<file path="config.mk">
export PLATFORM = sky130hd
export DESIGN_NAME = dwo_fabric_end_flat
export DESIGN_NICKNAME = d
export VERILOG_FILES = /design/src/core/dwo_pkg.sv /design/src/core/dwo_if.sv /design/src/core/dwo_grp_track.sv /design/src/core/dwo_fabric_end.sv /design/src/flat_wrapper.sv
export VERILOG_INCLUDE_DIRS = /design/src /design/src/core
export SDC_FILE = /design/constraint.sdc
export NUM_CORES = 1
export LEC_CHECK = 0
export BUFFER_PORTS_ARGS = -buffer_cell sky130_fd_sc_hd__buf_4
export CORE_MARGIN = 3
export CORE_UTILIZATION = 56
export DETAILED_ROUTE_END_ITERATION = 10
export GPL_ROUTABILITY_DRIVEN = 0
export PLACE_DENSITY_LB_ADDON = 0.1
export SYNTH_ARGS = -nofsm -noshare
export SYNTH_HDL_FRONTEND = slang
export SYNTH_SLANG_ARGS = --single-unit
</file>
<file path="constraint.sdc">
create_clock -name mclk_i -period 4.9 [get_ports mclk_i]
set_input_delay 0.98 -clock mclk_i [delete_from_list [all_inputs] [get_ports mclk_i]]
set_output_delay 0.98 -clock mclk_i [all_outputs]
set_load 0.005 [all_outputs]
</file>
<file path="src/core/dwo_map.svh">
// Purpose: address map, window and count constants for the dma write-ordering pair
// Assumes: 32-bit byte addresses, one clock mclk_i
// Notes: included by the package and by every file except the interface and the group tracker
`ifndef DWO_MAP_SVH
`define DWO_MAP_SVH
`define DWO_SHR_LO 32'h8000_0000
`define DWO_SHR_HI 32'h8001_FFFF
`define DWO_ASY_LO 32'h4000_0000
`define DWO_ASY_HI 32'h67FF_FFFF
`define DWO_DRM_LO 32'hC000_0000
`define DWO_DRM_HI 32'hCFFF_FFFF
`define DWO_L1D_BASE 32'h00F0_0000
`define DWO_L1P_BASE 32'h00E0_0000
`define DWO_L2_BASE 32'h0080_0000
`define DWO_LOC_MASK 32'hFFFF_FFC0
`define DWO_MEM_DEPTH 48
`define DWO_WIN_LSB 11
`define DWO_OUTST_MAX 3'h4
`define DWO_GRP_NUM 9
`endif

</file>
<file path="src/core/dwo_pkg.sv">
// Purpose: shared types and address decode for both ends
// Assumes: dwo_map.svh constants
// Notes: group codes a..i are 0..8
package dwo_pkg;
`include "dwo_map.svh"
  typedef logic [3:0] dwo_grp_t;
  typedef enum logic [2:0] {K_ALLOC = 3'h0, K_VICT_L1 = 3'h1, K_VICT_L2 = 3'h2,
    K_UNC_LD = 3'h3, K_UNC_ST = 3'h4} dwo_kind_t;
  typedef enum logic [1:0] {DST_L1D = 2'h0, DST_L1P = 2'h1, DST_L2 = 2'h2,
    DST_EXT = 2'h3} dwo_dest_t;
  typedef enum logic [3:0] {S_XA_RD = 4'h0, S_XA_WR = 4'h1, S_XB_RD = 4'h2,
    S_XB_WR = 4'h3, S_XC_RD = 4'h4, S_XC_WR = 4'h5, S_HOST = 4'h6, S_USB0 = 4'h7,
    S_USB1 = 4'h8, S_ETH = 4'h9, S_PRU = 4'hA, S_SATA = 4'hB, S_PAR = 4'hC,
    S_VID = 4'hD} dwo_src_t;
  typedef enum logic [1:0] {SL_IDLE = 2'b01, SL_WAIT = 2'b10} dwo_sl_st_t;
  typedef enum logic [3:0] {E_IDLE = 4'b0001, E_MPACC = 4'b0010, E_SLOT = 4'b0100,
    E_MP = 4'b1000} dwo_ext_st_t;

  // source to group; host, usb and ethernet share one group
  function automatic dwo_grp_t src_grp(input dwo_src_t s);
    case (s)
      S_XA_RD: return 4'h0;
      S_XA_WR: return 4'h1;
      S_XB_RD: return 4'h2;
      S_XB_WR: return 4'h3;
      S_XC_RD: return 4'h4;
      S_XC_WR: return 4'h5;
      S_HOST, S_USB0, S_USB1, S_ETH: return 4'h6;
      S_PRU: return 4'h7;
      default: return 4'h8;
    endcase
  endfunction : src_grp

  // which core memory, or outside, an address hits
  function automatic dwo_dest_t local_dest(input logic [31:0] a);
    if ((a & `DWO_LOC_MASK) == `DWO_L1D_BASE) return DST_L1D;
    if ((a & `DWO_LOC_MASK) == `DWO_L1P_BASE) return DST_L1P;
    if ((a & `DWO_LOC_MASK) == `DWO_L2_BASE) return DST_L2;
    return DST_EXT;
  endfunction : local_dest

  // cacheable external regions
  function automatic logic cacheable(input logic [31:0] a);
    return (a >= `DWO_SHR_LO && a <= `DWO_SHR_HI) ||
      (a >= `DWO_ASY_LO && a <= `DWO_ASY_HI) || (a >= `DWO_DRM_LO && a <= `DWO_DRM_HI);
  endfunction : cacheable
endpackage : dwo_pkg

</file>
<file path="src/core/dwo_if.sv">
// Purpose: link between the core end and the switch fabric end
// Assumes: one clock, every signal driven by a flip-flop of its owner
// Notes: req/rsp is the slave path, mp is the master-port path
`timescale 1ns/1ps
interface dwo_if (
  input wire logic mclk_i,
  input wire logic reset_i
);
  import dwo_pkg::*;
  logic req_valid;
  logic req_ready;
  logic req_write;
  logic [31:0] req_addr;
  logic [31:0] req_data;
  logic rsp_valid;
  logic rsp_err;
  logic [31:0] rsp_data;
  logic mp_valid;
  logic mp_ready;
  logic mp_write;
  logic [31:0] mp_addr;
  logic [31:0] mp_data;
  logic mp_done;
  logic [31:0] mp_rdata;
  modport core_end (input req_valid, req_write, req_addr, req_data, mp_ready, mp_done,
    mp_rdata, output req_ready, rsp_valid, rsp_err, rsp_data, mp_valid, mp_write,
    mp_addr, mp_data);
  modport fabric_end (output req_valid, req_write, req_addr, req_data, mp_ready, mp_done,
    mp_rdata, input req_ready, rsp_valid, rsp_err, rsp_data, mp_valid, mp_write,
    mp_addr, mp_data);
endinterface : dwo_if

</file>
<file path="src/core/dwo_grp_track.sv">
// Purpose: per-group pending write bookkeeping in the fabric
// Assumes: issue and retire are single-cycle strobes
// Notes: block_o is combinational, read only inside the fabric
`timescale 1ns/1ps
module dwo_grp_track
  import dwo_pkg::*;
(
  // clock and reset
  input wire logic mclk_i,
  input wire logic reset_i,
  // bookkeeping strobes
  input wire logic issue_i,
  input wire logic issue_ext_i,
  input wire logic [31:0] issue_addr_i,
  input wire logic retire_i,
  input wire logic retire_ext_i,
  // query for the request at the door
  input wire logic q_write_i,
  input wire logic q_ext_i,
  input wire logic [31:0] q_addr_i,
  output logic block_o
);
  logic [3:0] cnt_core;
  logic [3:0] cnt_ext;
  logic [31-`DWO_WIN_LSB:0] win;
  logic ic;
  logic ie;
  logic rc;
  logic re;

  assign ic = issue_i && !issue_ext_i;
  assign ie = issue_i && issue_ext_i;
  assign rc = retire_i && !retire_ext_i;
  assign re = retire_i && retire_ext_i;

  // counts of writes handed in but not yet delivered
  always_ff @(posedge mclk_i) begin
    if (reset_i) begin
      cnt_core <= 4'h0;
      cnt_ext <= 4'h0;
      win <= '0;
    end else begin
      cnt_core <= cnt_core + {3'h0, ic} - {3'h0, rc};
      cnt_ext <= cnt_ext + {3'h0, ie} - {3'h0, re};
      if (ie) begin
        win <= issue_addr_i[31:`DWO_WIN_LSB];
      end
    end
  end

  // writes switch only when the other space is drained; reads wait same space, external ones only in the last external write's window
  always_comb begin
    if (q_write_i) begin
      block_o = q_ext_i ? (cnt_core != 4'h0) : (cnt_ext != 4'h0);
    end else if (q_ext_i) begin
      block_o = (cnt_ext != 4'h0) && (win == q_addr_i[31:`DWO_WIN_LSB]);
    end else begin
      block_o = (cnt_core != 4'h0);
    end
  end
endmodule : dwo_grp_track

</file>
<file path="src/core/dwo_fabric_end.sv">
// Purpose: switch fabric end: dma masters in, core slave port and external path out
// Assumes: external side answers each command with one ext_done_i pulse
// Notes: one slot and one external command in flight keep ordering simple
`timescale 1ns/1ps
`include "dwo_map.svh"
module dwo_fabric_end
  import dwo_pkg::*;
(
  // clock and reset
  input wire logic mclk_i,
  input wire logic reset_i,
  // link toward the core
  dwo_if.fabric_end lnk,
  // dma master requests
  input wire logic dreq_valid_i,
  input wire dwo_src_t dreq_src_i,
  input wire logic dreq_write_i,
  input wire logic [31:0] dreq_addr_i,
  input wire logic [31:0] dreq_data_i,
  output logic dreq_ready_o,
  output logic order_block_o,
  // dma master answers
  output logic drsp_valid_o,
  output logic drsp_err_o,
  output logic [31:0] drsp_data_o,
  output dwo_grp_t drsp_grp_o,
  // external memory path
  output logic ext_valid_o,
  output logic ext_write_o,
  output logic [31:0] ext_addr_o,
  output logic [31:0] ext_data_o,
  input wire logic ext_ready_i,
  input wire logic ext_done_i,
  input wire logic [31:0] ext_rdata_i
);
  dwo_ext_st_t es;
  logic slot_ext;
  logic slot_write;
  logic [31:0] slot_addr;
  logic [31:0] slot_data;
  dwo_grp_t slot_grp;
  dwo_grp_t core_grp;
  dwo_grp_t in_grp;
  logic in_ext;
  logic [`DWO_GRP_NUM-1:0] blkv;
  logic blk;
  logic take;
  logic core_acc;
  logic ext_fin;
  logic next_full;
  logic core_wr;

  // group lookup and ordering check at the door
  always_comb begin
    in_grp = src_grp(dreq_src_i);
    in_ext = (local_dest(dreq_addr_i) == DST_EXT);
    blk = blkv[in_grp];
    take = dreq_valid_i && dreq_ready_o && !blk;
    core_acc = lnk.req_valid && lnk.req_ready;
    ext_fin = (es == E_SLOT) && ext_done_i;
    next_full = (lnk.req_valid && !core_acc) || (slot_ext && !ext_fin) || take;
  end

  // one tracker per master group
  for (genvar g = 0; g < `DWO_GRP_NUM; g++) begin : gen_trk
    dwo_grp_track u_trk (
      .mclk_i(mclk_i),
      .reset_i(reset_i),
      .issue_i(take && dreq_write_i && in_grp == 4'(g)),
      .issue_ext_i(in_ext),
      .issue_addr_i(dreq_addr_i),
      // a parked level2 write stays pending until the core answers it
      .retire_i((lnk.rsp_valid && core_wr && core_grp == 4'(g)) ||
        (ext_fin && slot_write && slot_grp == 4'(g))),
      .retire_ext_i(ext_fin && slot_grp == 4'(g)),
      .q_write_i(dreq_write_i),
      .q_ext_i(in_ext),
      .q_addr_i(dreq_addr_i),
      .block_o(blkv[g])
    );
  end

  // single slot: every dma write is routed from here
  always_ff @(posedge mclk_i) begin
    if (reset_i) begin
      lnk.req_valid <= 1'b0;
      slot_ext <= 1'b0;
      slot_write <= 1'b0;
      slot_addr <= 32'h0000_0000;
      slot_data <= 32'h0000_0000;
      slot_grp <= 4'h0;
      core_grp <= 4'h0;
      core_wr <= 1'b0;
      dreq_ready_o <= 1'b0;
      order_block_o <= 1'b0;
    end else begin
      dreq_ready_o <= !next_full;
      order_block_o <= dreq_valid_i && dreq_ready_o && blk && dreq_write_i;
      if (core_acc) begin
        lnk.req_valid <= 1'b0;
        core_grp <= slot_grp;
        core_wr <= slot_write;
      end
      if (ext_fin) begin
        slot_ext <= 1'b0;
      end
      if (take) begin
        lnk.req_valid <= !in_ext;
        slot_ext <= in_ext;
        slot_write <= dreq_write_i;
        slot_addr <= dreq_addr_i;
        slot_data <= dreq_data_i;
        slot_grp <= in_grp;
      end
    end
  end
  assign lnk.req_write = slot_write;
  assign lnk.req_addr = slot_addr;
  assign lnk.req_data = slot_data;

  // external path: a waiting slot command goes ahead of a core write-back
  always_ff @(posedge mclk_i) begin
    if (reset_i) begin
      es <= E_IDLE;
      ext_valid_o <= 1'b0;
      ext_write_o <= 1'b0;
      ext_addr_o <= 32'h0000_0000;
      ext_data_o <= 32'h0000_0000;
      lnk.mp_ready <= 1'b0;
      lnk.mp_done <= 1'b0;
      lnk.mp_rdata <= 32'h0000_0000;
    end else begin
      lnk.mp_done <= 1'b0;
      if (ext_valid_o && ext_ready_i) begin
        ext_valid_o <= 1'b0;
      end
      case (es)
        E_IDLE: begin
          if (slot_ext) begin
            es <= E_SLOT;
            ext_valid_o <= 1'b1;
            ext_write_o <= slot_write;
            ext_addr_o <= slot_addr;
            ext_data_o <= slot_data;
          end else if (lnk.mp_valid) begin
            es <= E_MPACC;
            lnk.mp_ready <= 1'b1;
          end
        end
        E_MPACC: begin
          es <= E_MP;
          lnk.mp_ready <= 1'b0;
          ext_valid_o <= 1'b1;
          ext_write_o <= lnk.mp_write;
          ext_addr_o <= lnk.mp_addr;
          ext_data_o <= lnk.mp_data;
        end
        E_SLOT: begin
          if (ext_done_i) begin
            es <= E_IDLE;
          end
        end
        E_MP: begin
          if (ext_done_i) begin
            es <= E_IDLE;
            lnk.mp_done <= 1'b1;
            lnk.mp_rdata <= ext_rdata_i;
          end
        end
        default: es <= E_IDLE;
      endcase
    end
  end

  // answers to dma masters from the core or the external side
  always_ff @(posedge mclk_i) begin
    if (reset_i) begin
      drsp_valid_o <= 1'b0;
      drsp_err_o <= 1'b0;
      drsp_data_o <= 32'h0000_0000;
      drsp_grp_o <= 4'h0;
    end else begin
      drsp_valid_o <= lnk.rsp_valid || ext_fin;
      drsp_err_o <= lnk.rsp_valid && lnk.rsp_err;
      drsp_data_o <= lnk.rsp_valid ? lnk.rsp_data : ext_rdata_i;
      drsp_grp_o <= lnk.rsp_valid ? core_grp : slot_grp;
    end
  end
endmodule : dwo_fabric_end

</file>
<file path="src/flat_wrapper.sv">
// flat-port wrapper written by rule: the top's interface ports become plain ports
module dwo_fabric_end_flat import dwo_pkg::*;
  (mclk_i, reset_i, dreq_valid_i, dreq_src_i, dreq_write_i, dreq_addr_i, dreq_data_i, dreq_ready_o, order_block_o, drsp_valid_o, drsp_err_o, drsp_data_o, drsp_grp_o, ext_valid_o, ext_write_o, ext_addr_o, ext_data_o, ext_ready_i, ext_done_i, ext_rdata_i, lnk_req_valid, lnk_req_write, lnk_req_addr, lnk_req_data, lnk_mp_ready, lnk_mp_done, lnk_mp_rdata, lnk_req_ready, lnk_rsp_valid, lnk_rsp_err, lnk_rsp_data, lnk_mp_valid, lnk_mp_write, lnk_mp_addr, lnk_mp_data);
  dwo_if lnk_i (.mclk_i(mclk_i), .reset_i(reset_i));
  input wire logic mclk_i;
  input wire logic reset_i;
  input wire logic dreq_valid_i;
  input wire dwo_src_t dreq_src_i;
  input wire logic dreq_write_i;
  input wire logic [31:0] dreq_addr_i;
  input wire logic [31:0] dreq_data_i;
  output logic dreq_ready_o;
  output logic order_block_o;
  output logic drsp_valid_o;
  output logic drsp_err_o;
  output logic [31:0] drsp_data_o;
  output dwo_grp_t drsp_grp_o;
  output logic ext_valid_o;
  output logic ext_write_o;
  output logic [31:0] ext_addr_o;
  output logic [31:0] ext_data_o;
  input wire logic ext_ready_i;
  input wire logic ext_done_i;
  input wire logic [31:0] ext_rdata_i;
  output wire logic [$bits(lnk_i.req_valid)-1:0] lnk_req_valid;
  output wire logic [$bits(lnk_i.req_write)-1:0] lnk_req_write;
  output wire logic [$bits(lnk_i.req_addr)-1:0] lnk_req_addr;
  output wire logic [$bits(lnk_i.req_data)-1:0] lnk_req_data;
  output wire logic [$bits(lnk_i.mp_ready)-1:0] lnk_mp_ready;
  output wire logic [$bits(lnk_i.mp_done)-1:0] lnk_mp_done;
  output wire logic [$bits(lnk_i.mp_rdata)-1:0] lnk_mp_rdata;
  input wire logic [$bits(lnk_i.req_ready)-1:0] lnk_req_ready;
  input wire logic [$bits(lnk_i.rsp_valid)-1:0] lnk_rsp_valid;
  input wire logic [$bits(lnk_i.rsp_err)-1:0] lnk_rsp_err;
  input wire logic [$bits(lnk_i.rsp_data)-1:0] lnk_rsp_data;
  input wire logic [$bits(lnk_i.mp_valid)-1:0] lnk_mp_valid;
  input wire logic [$bits(lnk_i.mp_write)-1:0] lnk_mp_write;
  input wire logic [$bits(lnk_i.mp_addr)-1:0] lnk_mp_addr;
  input wire logic [$bits(lnk_i.mp_data)-1:0] lnk_mp_data;
  assign lnk_req_valid = lnk_i.req_valid;
  assign lnk_req_write = lnk_i.req_write;
  assign lnk_req_addr = lnk_i.req_addr;
  assign lnk_req_data = lnk_i.req_data;
  assign lnk_mp_ready = lnk_i.mp_ready;
  assign lnk_mp_done = lnk_i.mp_done;
  assign lnk_mp_rdata = lnk_i.mp_rdata;
  assign lnk_i.req_ready = lnk_req_ready;
  assign lnk_i.rsp_valid = lnk_rsp_valid;
  assign lnk_i.rsp_err = lnk_rsp_err;
  assign lnk_i.rsp_data = lnk_rsp_data;
  assign lnk_i.mp_valid = lnk_mp_valid;
  assign lnk_i.mp_write = lnk_mp_write;
  assign lnk_i.mp_addr = lnk_mp_addr;
  assign lnk_i.mp_data = lnk_mp_data;
  dwo_fabric_end u_core (.mclk_i(mclk_i), .reset_i(reset_i), .lnk(lnk_i), .dreq_valid_i(dreq_valid_i), .dreq_src_i(dreq_src_i), .dreq_write_i(dreq_write_i), .dreq_addr_i(dreq_addr_i), .dreq_data_i(dreq_data_i), .dreq_ready_o(dreq_ready_o), .order_block_o(order_block_o), .drsp_valid_o(drsp_valid_o), .drsp_err_o(drsp_err_o), .drsp_data_o(drsp_data_o), .drsp_grp_o(drsp_grp_o), .ext_valid_o(ext_valid_o), .ext_write_o(ext_write_o), .ext_addr_o(ext_addr_o), .ext_data_o(ext_data_o), .ext_ready_i(ext_ready_i), .ext_done_i(ext_done_i), .ext_rdata_i(ext_rdata_i));
endmodule
</file>
# Word-level counts from Yosys, hierarchy flattened
# Memories as Yosys holds them, arrays and structs flattened.
# Cells that the tools add are included.
# totals
reg_bits,481
latch_bits,0
ram_bits,0
romBits,64
input_bits,207
out_inout_bits,206
mem_count,1
# classes
n_addsub,36
mul,0
div,0
n_lt_le_gt_ge,1
eq_ne,46
shift,0
muxes,64
bitwise_logic,1
reduce_logical,150
# memory_table
memory,words,word_bits,read_ports,rd_ports_with_merged_regs,wr,line_no,source
(name not given),16,4,1,0,0,dwo_pkg.sv:21,case (s)
# ops
cell,count
21-bit equality test,9
32-bit case mux with 2 select lines,2
32-bit 2-to-1 mux,3
1-bit logical AND,94
26-bit by 18-bit equality test with 1-bit output (second input constant),3
4-bit by 1-bit adder with 4-bit output,18
4-bit nonzero test,18
4-bit by 1-bit subtractor with 4-bit output,18
4-bit by 3-bit equality test with 1-bit output (second input constant),13
1-bit 2-to-1 mux,44
4-bit by 2-bit equality test with 1-bit output (second input constant),7
4-bit by 1-bit equality test with 1-bit output (second input constant),4
4-bit equality test (second input constant),4
4-bit 2-to-1 mux,4
1-bit zero test,14
4-bit zero test,3
1-bit logical OR,12
2-bit 2-to-1 mux,6
4-bit case mux with 3 select lines,1
1-bit case mux with 2 select lines,3
2-bit AND reduction,3
2-bit nonzero test,3
4-bit by 5-bit < comparator with 1-bit output (second input constant),1
1-bit binary-select mux with 4-bit select,1
7 further kinds,10

# Logic depth before layout (Yosys ltp)
# depth
word_depth,20
depth_mapped,18
depth_no_buf,16

# Modules after synthesis
# From an unflattened synthesis, not the netlist that was laid out.
# unflattened
hier_cells,2650
hier_area_um2,23148.5
# modules_own_cells
mod,instances,cells_each,area_each_um2,seq_area_each_um2
dwo_grp_track at u_core.gen_trk[1].u_trk ...,7,180,1496.4,580.6
dwo_fabric_end,1,1031,9679.3,4404.2
dwo_grp_track at u_core.gen_trk[0].u_trk,1,180,1498.9,580.6
dwo_grp_track at u_core.gen_trk[8].u_trk,1,179,1495.2,580.6

# Least setup slack after synthesis
# Ideal clock, no wire load.
# synth_timing
path_type,input port to flip-flop
start,input dreq_addr_i[23]
end,register u_core.gen_trk[0].u_trk.cnt_core[2]
arrival_time_ps,4417
path_slack_ps,356
cell_stages,17
n_path_buf,3
cell_sequence,buf_2 nor4b_1 o2111ai_1 nor2_2 and3_1 a211oi_1 o31a_1 buf_2 buf_2 nor4b_4 nand3_1 ha_1 inv_1 ha_1 fa_1 xnor2_1 nor2_1
# synth_via
elab_chain_cells,19
elab_cells_between_ends,70
cone_classes,2 x add/sub; 13 x eq/ne; 40 x mux; 15 x reduce/logical
# synth_lines
item,line_no,source
start: declaration,flat_wrapper.sv:10,input wire logic [31:0] dreq_addr_i;
26-bit by 18-bit equality test with 1-bit output (no line),n/a,
1-bit 2-to-1 mux (2 in a row),dwo_pkg.sv:38,if ((a & `DWO_LOC_MASK) == `DWO_L2_BASE) return DST_L2;
1-bit 2-to-1 mux,dwo_pkg.sv:37,if ((a & `DWO_LOC_MASK) == `DWO_L1P_BASE) return DST_L1P;
2-bit 2-to-1 mux,dwo_pkg.sv:39,return DST_EXT;
2-bit 2-to-1 mux,dwo_pkg.sv:38,
2-bit 2-to-1 mux,dwo_pkg.sv:37,
2-bit equality test,dwo_fabric_end.sv:56,in_ext = (local_dest(dreq_addr_i) == DST_EXT);
1-bit 2-to-1 mux (on tied branches),"dwo_grp_track.sv:55, dwo_grp_track.sv:54",
1-bit 2-to-1 mux,dwo_grp_track.sv:53,if (q_write_i) begin
1-bit binary-select mux with 4-bit select,dwo_fabric_end.sv:57,blk = blkv[in_grp];
1-bit 2-to-1 mux (not written as such),dwo_fabric_end.sv:57,
1-bit zero test,dwo_fabric_end.sv:58,take = dreq_valid_i && dreq_ready_o && !blk;
1-bit logical AND,dwo_fabric_end.sv:58,
1-bit logical AND (2 in a row),dwo_fabric_end.sv:69,".issue_i(take && dreq_write_i && in_grp == 4'(g)),"
1-bit logical AND (*),dwo_grp_track.sv:31,assign ic = issue_i && !issue_ext_i;
4-bit by 1-bit adder with 4-bit output (*),dwo_grp_track.sv:43,"cnt_core <= cnt_core + {3'h0, ic} - {3'h0, rc};"
4-bit by 1-bit subtractor with 4-bit output (*),dwo_grp_track.sv:43,
end signal: assignment,dwo_grp_track.sv:43,
end: declaration,dwo_grp_track.sv:23,logic [3:0] cnt_core;
# Every way passes the cells marked *; elsewhere a longest branch is shown, timed or not. The select of a mux whose other input is x is not followed.
# A chain may end at the register's enable or synchronous reset.

# Worst setup path in the final report
# layout_timing
start,input dreq_addr_i[28]
end,register u_core.gen_trk[5].u_trk.cnt_core[2]
# layout_via
elab_chain_cells,19
elab_cells_between_ends,70
cone_classes,2 x add/sub; 13 x eq/ne; 40 x mux; 15 x reduce/logical
# layout_lines
item,line_no
26-bit by 18-bit equality test with 1-bit output (no line),n/a
1-bit 2-to-1 mux (2 in a row),dwo_pkg.sv:38
1-bit 2-to-1 mux,dwo_pkg.sv:37
2-bit 2-to-1 mux,dwo_pkg.sv:39
2-bit 2-to-1 mux,dwo_pkg.sv:38
2-bit 2-to-1 mux,dwo_pkg.sv:37
2-bit equality test,dwo_fabric_end.sv:56
1-bit 2-to-1 mux (on tied branches),"dwo_grp_track.sv:55, dwo_grp_track.sv:54"
1-bit 2-to-1 mux,dwo_grp_track.sv:53
1-bit binary-select mux with 4-bit select,dwo_fabric_end.sv:57
1-bit 2-to-1 mux (not written as such),dwo_fabric_end.sv:57
1-bit zero test,dwo_fabric_end.sv:58
1-bit logical AND,dwo_fabric_end.sv:58
1-bit logical AND (2 in a row),dwo_fabric_end.sv:69
1-bit logical AND (*),dwo_grp_track.sv:31
4-bit by 1-bit adder with 4-bit output (*),dwo_grp_track.sv:43
4-bit by 1-bit subtractor with 4-bit output (*),dwo_grp_track.sv:43
end signal: assignment,dwo_grp_track.sv:43
end: declaration,dwo_grp_track.sv:23
# Marks and branches as above.

==> impl_results.md <==
* Clock transition at the registers of the reported paths at 0.06 ns
* Syn Std Cell Area at 0.0229 mm^2
* Post-route ant nets at 0
* Final Hold Violating Endpoints at 0
* Die height at 208 um
* Share of post-route cells with drive strength above 1 at 20.5%
* Ys Warns at 0
* Slew HR at 15.2%
* # H-tree levels at 2
* Syn Area/Cell at 9.23 um^2
* Static leakage at 12.5 nW
* Crit-path max FO at 10
* Status: completed
* Die area at 0.0434 mm^2
* Max_cap viols at 0
* Period utilisation layout at 84.7%
* Number of global-route vias before repair at 18904
* Async S/R FF share, synth at 0%
* RSZ-0062 raised after global routing: no
* VDD IR max at 0.361 mV
* Area Growth Syn to Fin at 22.9%
* Synth area leaders: dfxtp_1 (42%), mux2i_1 (13%), nor2_1 (6.2%)
* Pre-antenna DRT Iters at 6
* Clk buf depth at 3
* Worst Hold Launch: u_core.lnk.mp_rdata[31]
* Synth cell types at 62
* Delay of the slowest critical-path stage at 0.42 ns
* Final setup vio count at 0
* Most common cell in the synthesized netlist: dfxtp_1
* Inserted Clock Buffers at 50
* All-Layer GR Usage at 31.5%
* WL per Instance at 21.2 um
* Max-slew violations at 0
* Root Buffer: clkbuf_16
* Worst Setup SP: dreq_addr_i[28]
* Max frequency at 241 MHz
* Post-synth top cells: dfxtp_1 (481), nor2_1 (380), mux2i_1 (290)
* Post-synth EDFFs at 0
* Initial antenna violation count at 2
* Critical path required time at 5.34 ns
* Reg2reg start: u_core.gen_trk[4].u_trk.cnt_ext[2]
* Seq cells post-synth at 481
* Port Buffers at 412
* CP max stage cell: nor3_1
* Dpl ws at 0.214 ns
* Vias at 19571
* Critical Path Source Type: input port
* Worst Setup End Kind: flop
* Biggest area consumer among synthesized cells: dfxtp_1
* Global-route wire length before repair at 110 mm
* Mean number of vias per cell at 5.79
* Util after Layout at 70.2%
* Sequential area share after synthesis at 42.0%
* DR iter-0 viols at 1782
* PnR worst setup slack at 0.749 ns
* Ys flop type: dfxtp_1
* DP Wirelength at 51.2 mm
* # Post-CTS Setup Buffers at 0
* Net Count, Synth at 2796
* Setup TNS at 0 ns
* Starting Density at 57.1%
* Pwr/cell area at 314 mW/mm^2
* DRT Wirelength at 71.8 mm
* Area of the multi-input gates at 0.0120 mm^2
* Hold WC Path Type: flop to flop
* Setup Skew at 0.0241 ns
* Gate Count Post-Synth at 2481
* Skew-Pair Late Insertion Delay at 0.58 ns
* # hold bufs at CTS at 0
* Setup Crit Path Kind: input port to flop
* Crit path cell chain: buf_4 > nor3_1 > o2111ai_1 > buf_4 > nor3_1 > o211ai_1 > o31ai_4 > nor3_1 > nor4b_4 > buf_4 > nand3_1 > ha_1 > inv_1 > ha_1 > inv_1 > fa_1 > xor2_1 > nor2_1
* Die X-Extent at 208 um
* GR Overflow Total at 0
* Core Region at 0.0401 mm^2
* CTS tree: yes
* Post-cts resize count at 0
* Synth top area share at 42.0%
* Fin crit period at 4.15 ns
* I/O pins at 413
* Clk sinks at 481
* Critical path arrival at 4.59 ns
* Register area at 0.00963 mm^2
* Drt drc at 0
* Fillers at 3118
* Largest net degree at the start of global routing at 160
* Nets@finish at 3132
* Worst Max-Slew Pin Slew at 1.27 ns
* Number of core rows at 73
==> power by group <==
group / internal, W / switching [W]
clock: 0.00226 / 0.00157
combinational: 0.000411 / 0.000510
sequential: 0.00401 / 0.0000758
total: 0.00668 / 0.00216
==> path summary, 6_finish.rpt <==
check,depth (start not counted),end,slack (ns)
max,18,u_core.gen_trk[5].u_trk.cnt_core[2],0.75
min,2,u_core.lnk.mp_rdata[31],0.45
max reg2reg,17,u_core.gen_trk[5].u_trk.cnt_core[2],1.04
min reg2reg,2,u_core.lnk.mp_rdata[31],0.45
==> cells by family (layout without fill, tap and decap cells) <==
| kind of cell | Yosys count | in the layout | synth area share [%] |
|---|---|---|---|
| flip-flops | 481 | 481 | 42.0 |
| other | 0 | 2 | 0 |
| AND/OR/NAND/NOR | 712 | 712 | 14.2 |
| buffers and inverters | 318 | 691 | 5.70 |
| adder cells (fa/ha/maj) | 108 | 108 | 6.49 |
| XOR/XNOR | 226 | 226 | 8.64 |
| AO/OA/AOI/OAI | 344 | 344 | 10.1 |
| multiplexers | 292 | 292 | 12.8 |
==> placed cells by master, fill, tap and decap left out, drive strengths merged, types with 4 or more instances in the layout <==
cell type / count
o2111a: 5
inv: 111
nor2b: 34
nand2: 93
xor2: 97
a21oi: 139
xnor2: 129
nand4: 95
o311a: 4
a21o: 19
nor2: 381
a211oi: 68
nand2b: 4
o21ai: 5
nand3: 25
or3: 4
nor4: 34
and3: 5
mux2i: 290
dfxtp: 481
nor3: 20
a2111oi: 4
a31oi: 7
o31ai: 71
ha: 90
clkinv: 7
clkbuf: 79
fa: 18
buf: 491
==> state kept, by name (all words and copies together), names as in the netlist, 4 cells and up <==
register	cells
u_core.lnk.req_data	32
u_core.slot_grp	4
u_core.drsp_grp_o	4
u_core.lnk.req_addr	32
u_core.ext_addr_o	32
u_core.es	4
u_core.gen_trk.u_trk.win	189
u_core.core_grp	4
u_core.gen_trk.u_trk.cnt_core	36
u_core.gen_trk.u_trk.cnt_ext	36
u_core.drsp_data_o	32
u_core.ext_data_o	32
u_core.lnk.mp_rdata	32
==> final cells by class <==
type | count | share of cell area [%]
clock inverters | 10 | 0.484
repair buffers | 491 | 13.4
well taps | 525 | 2.33
clock buffers | 79 | 5.36
flip-flops and latches | 481 | 34.2
inverters | 111 | 1.48
multi-input cells | 1682 | 42.7
diodes | 2 | 0.0178
==> critical path: cells and delay by family <==
| family | cells | cell delay, ns |
|---|---|---|
| AOI/OAI and AO/OA | 3 | 0.55 |
| and+or+nand+nor | 6 | 1.31 |
| xor gates and xnor gates | 1 | 0.18 |
| buffers and inverters | 5 | 0.70 |
| adders and majority gates | 3 | 0.89 |
==> routing by layer <==
metal	vias to the layer above	share of wire [%]	routed length (um)	GRT usage [%]
met2	730	47	34000	51.8
li1	9181	-	-	-
met1	9535	43	30600	42.7
met4	0	3.1	2250	10.5
met3	125	7.0	5010	4.93
met5	-	0	0	0
==> stage by stage <==
step / area [um^2] / instances / total power (W) / hold slack, ns
after floorplan: 22900 / 2481 / 0.00461 / 0.437
after global placement: 26500 / 3290 / 0.00506 / 0.445
after detailed placement: 26500 / 3290 / 0.00508 / 0.448
after CTS: 28200 / 3379 / 0.00888 / 0.456
after global routing: 28200 / 3381 / 0.00912 / 0.469
final: 28200 / 3381 / 0.00883 / 0.454
Power figures use the tool's default switching activity.
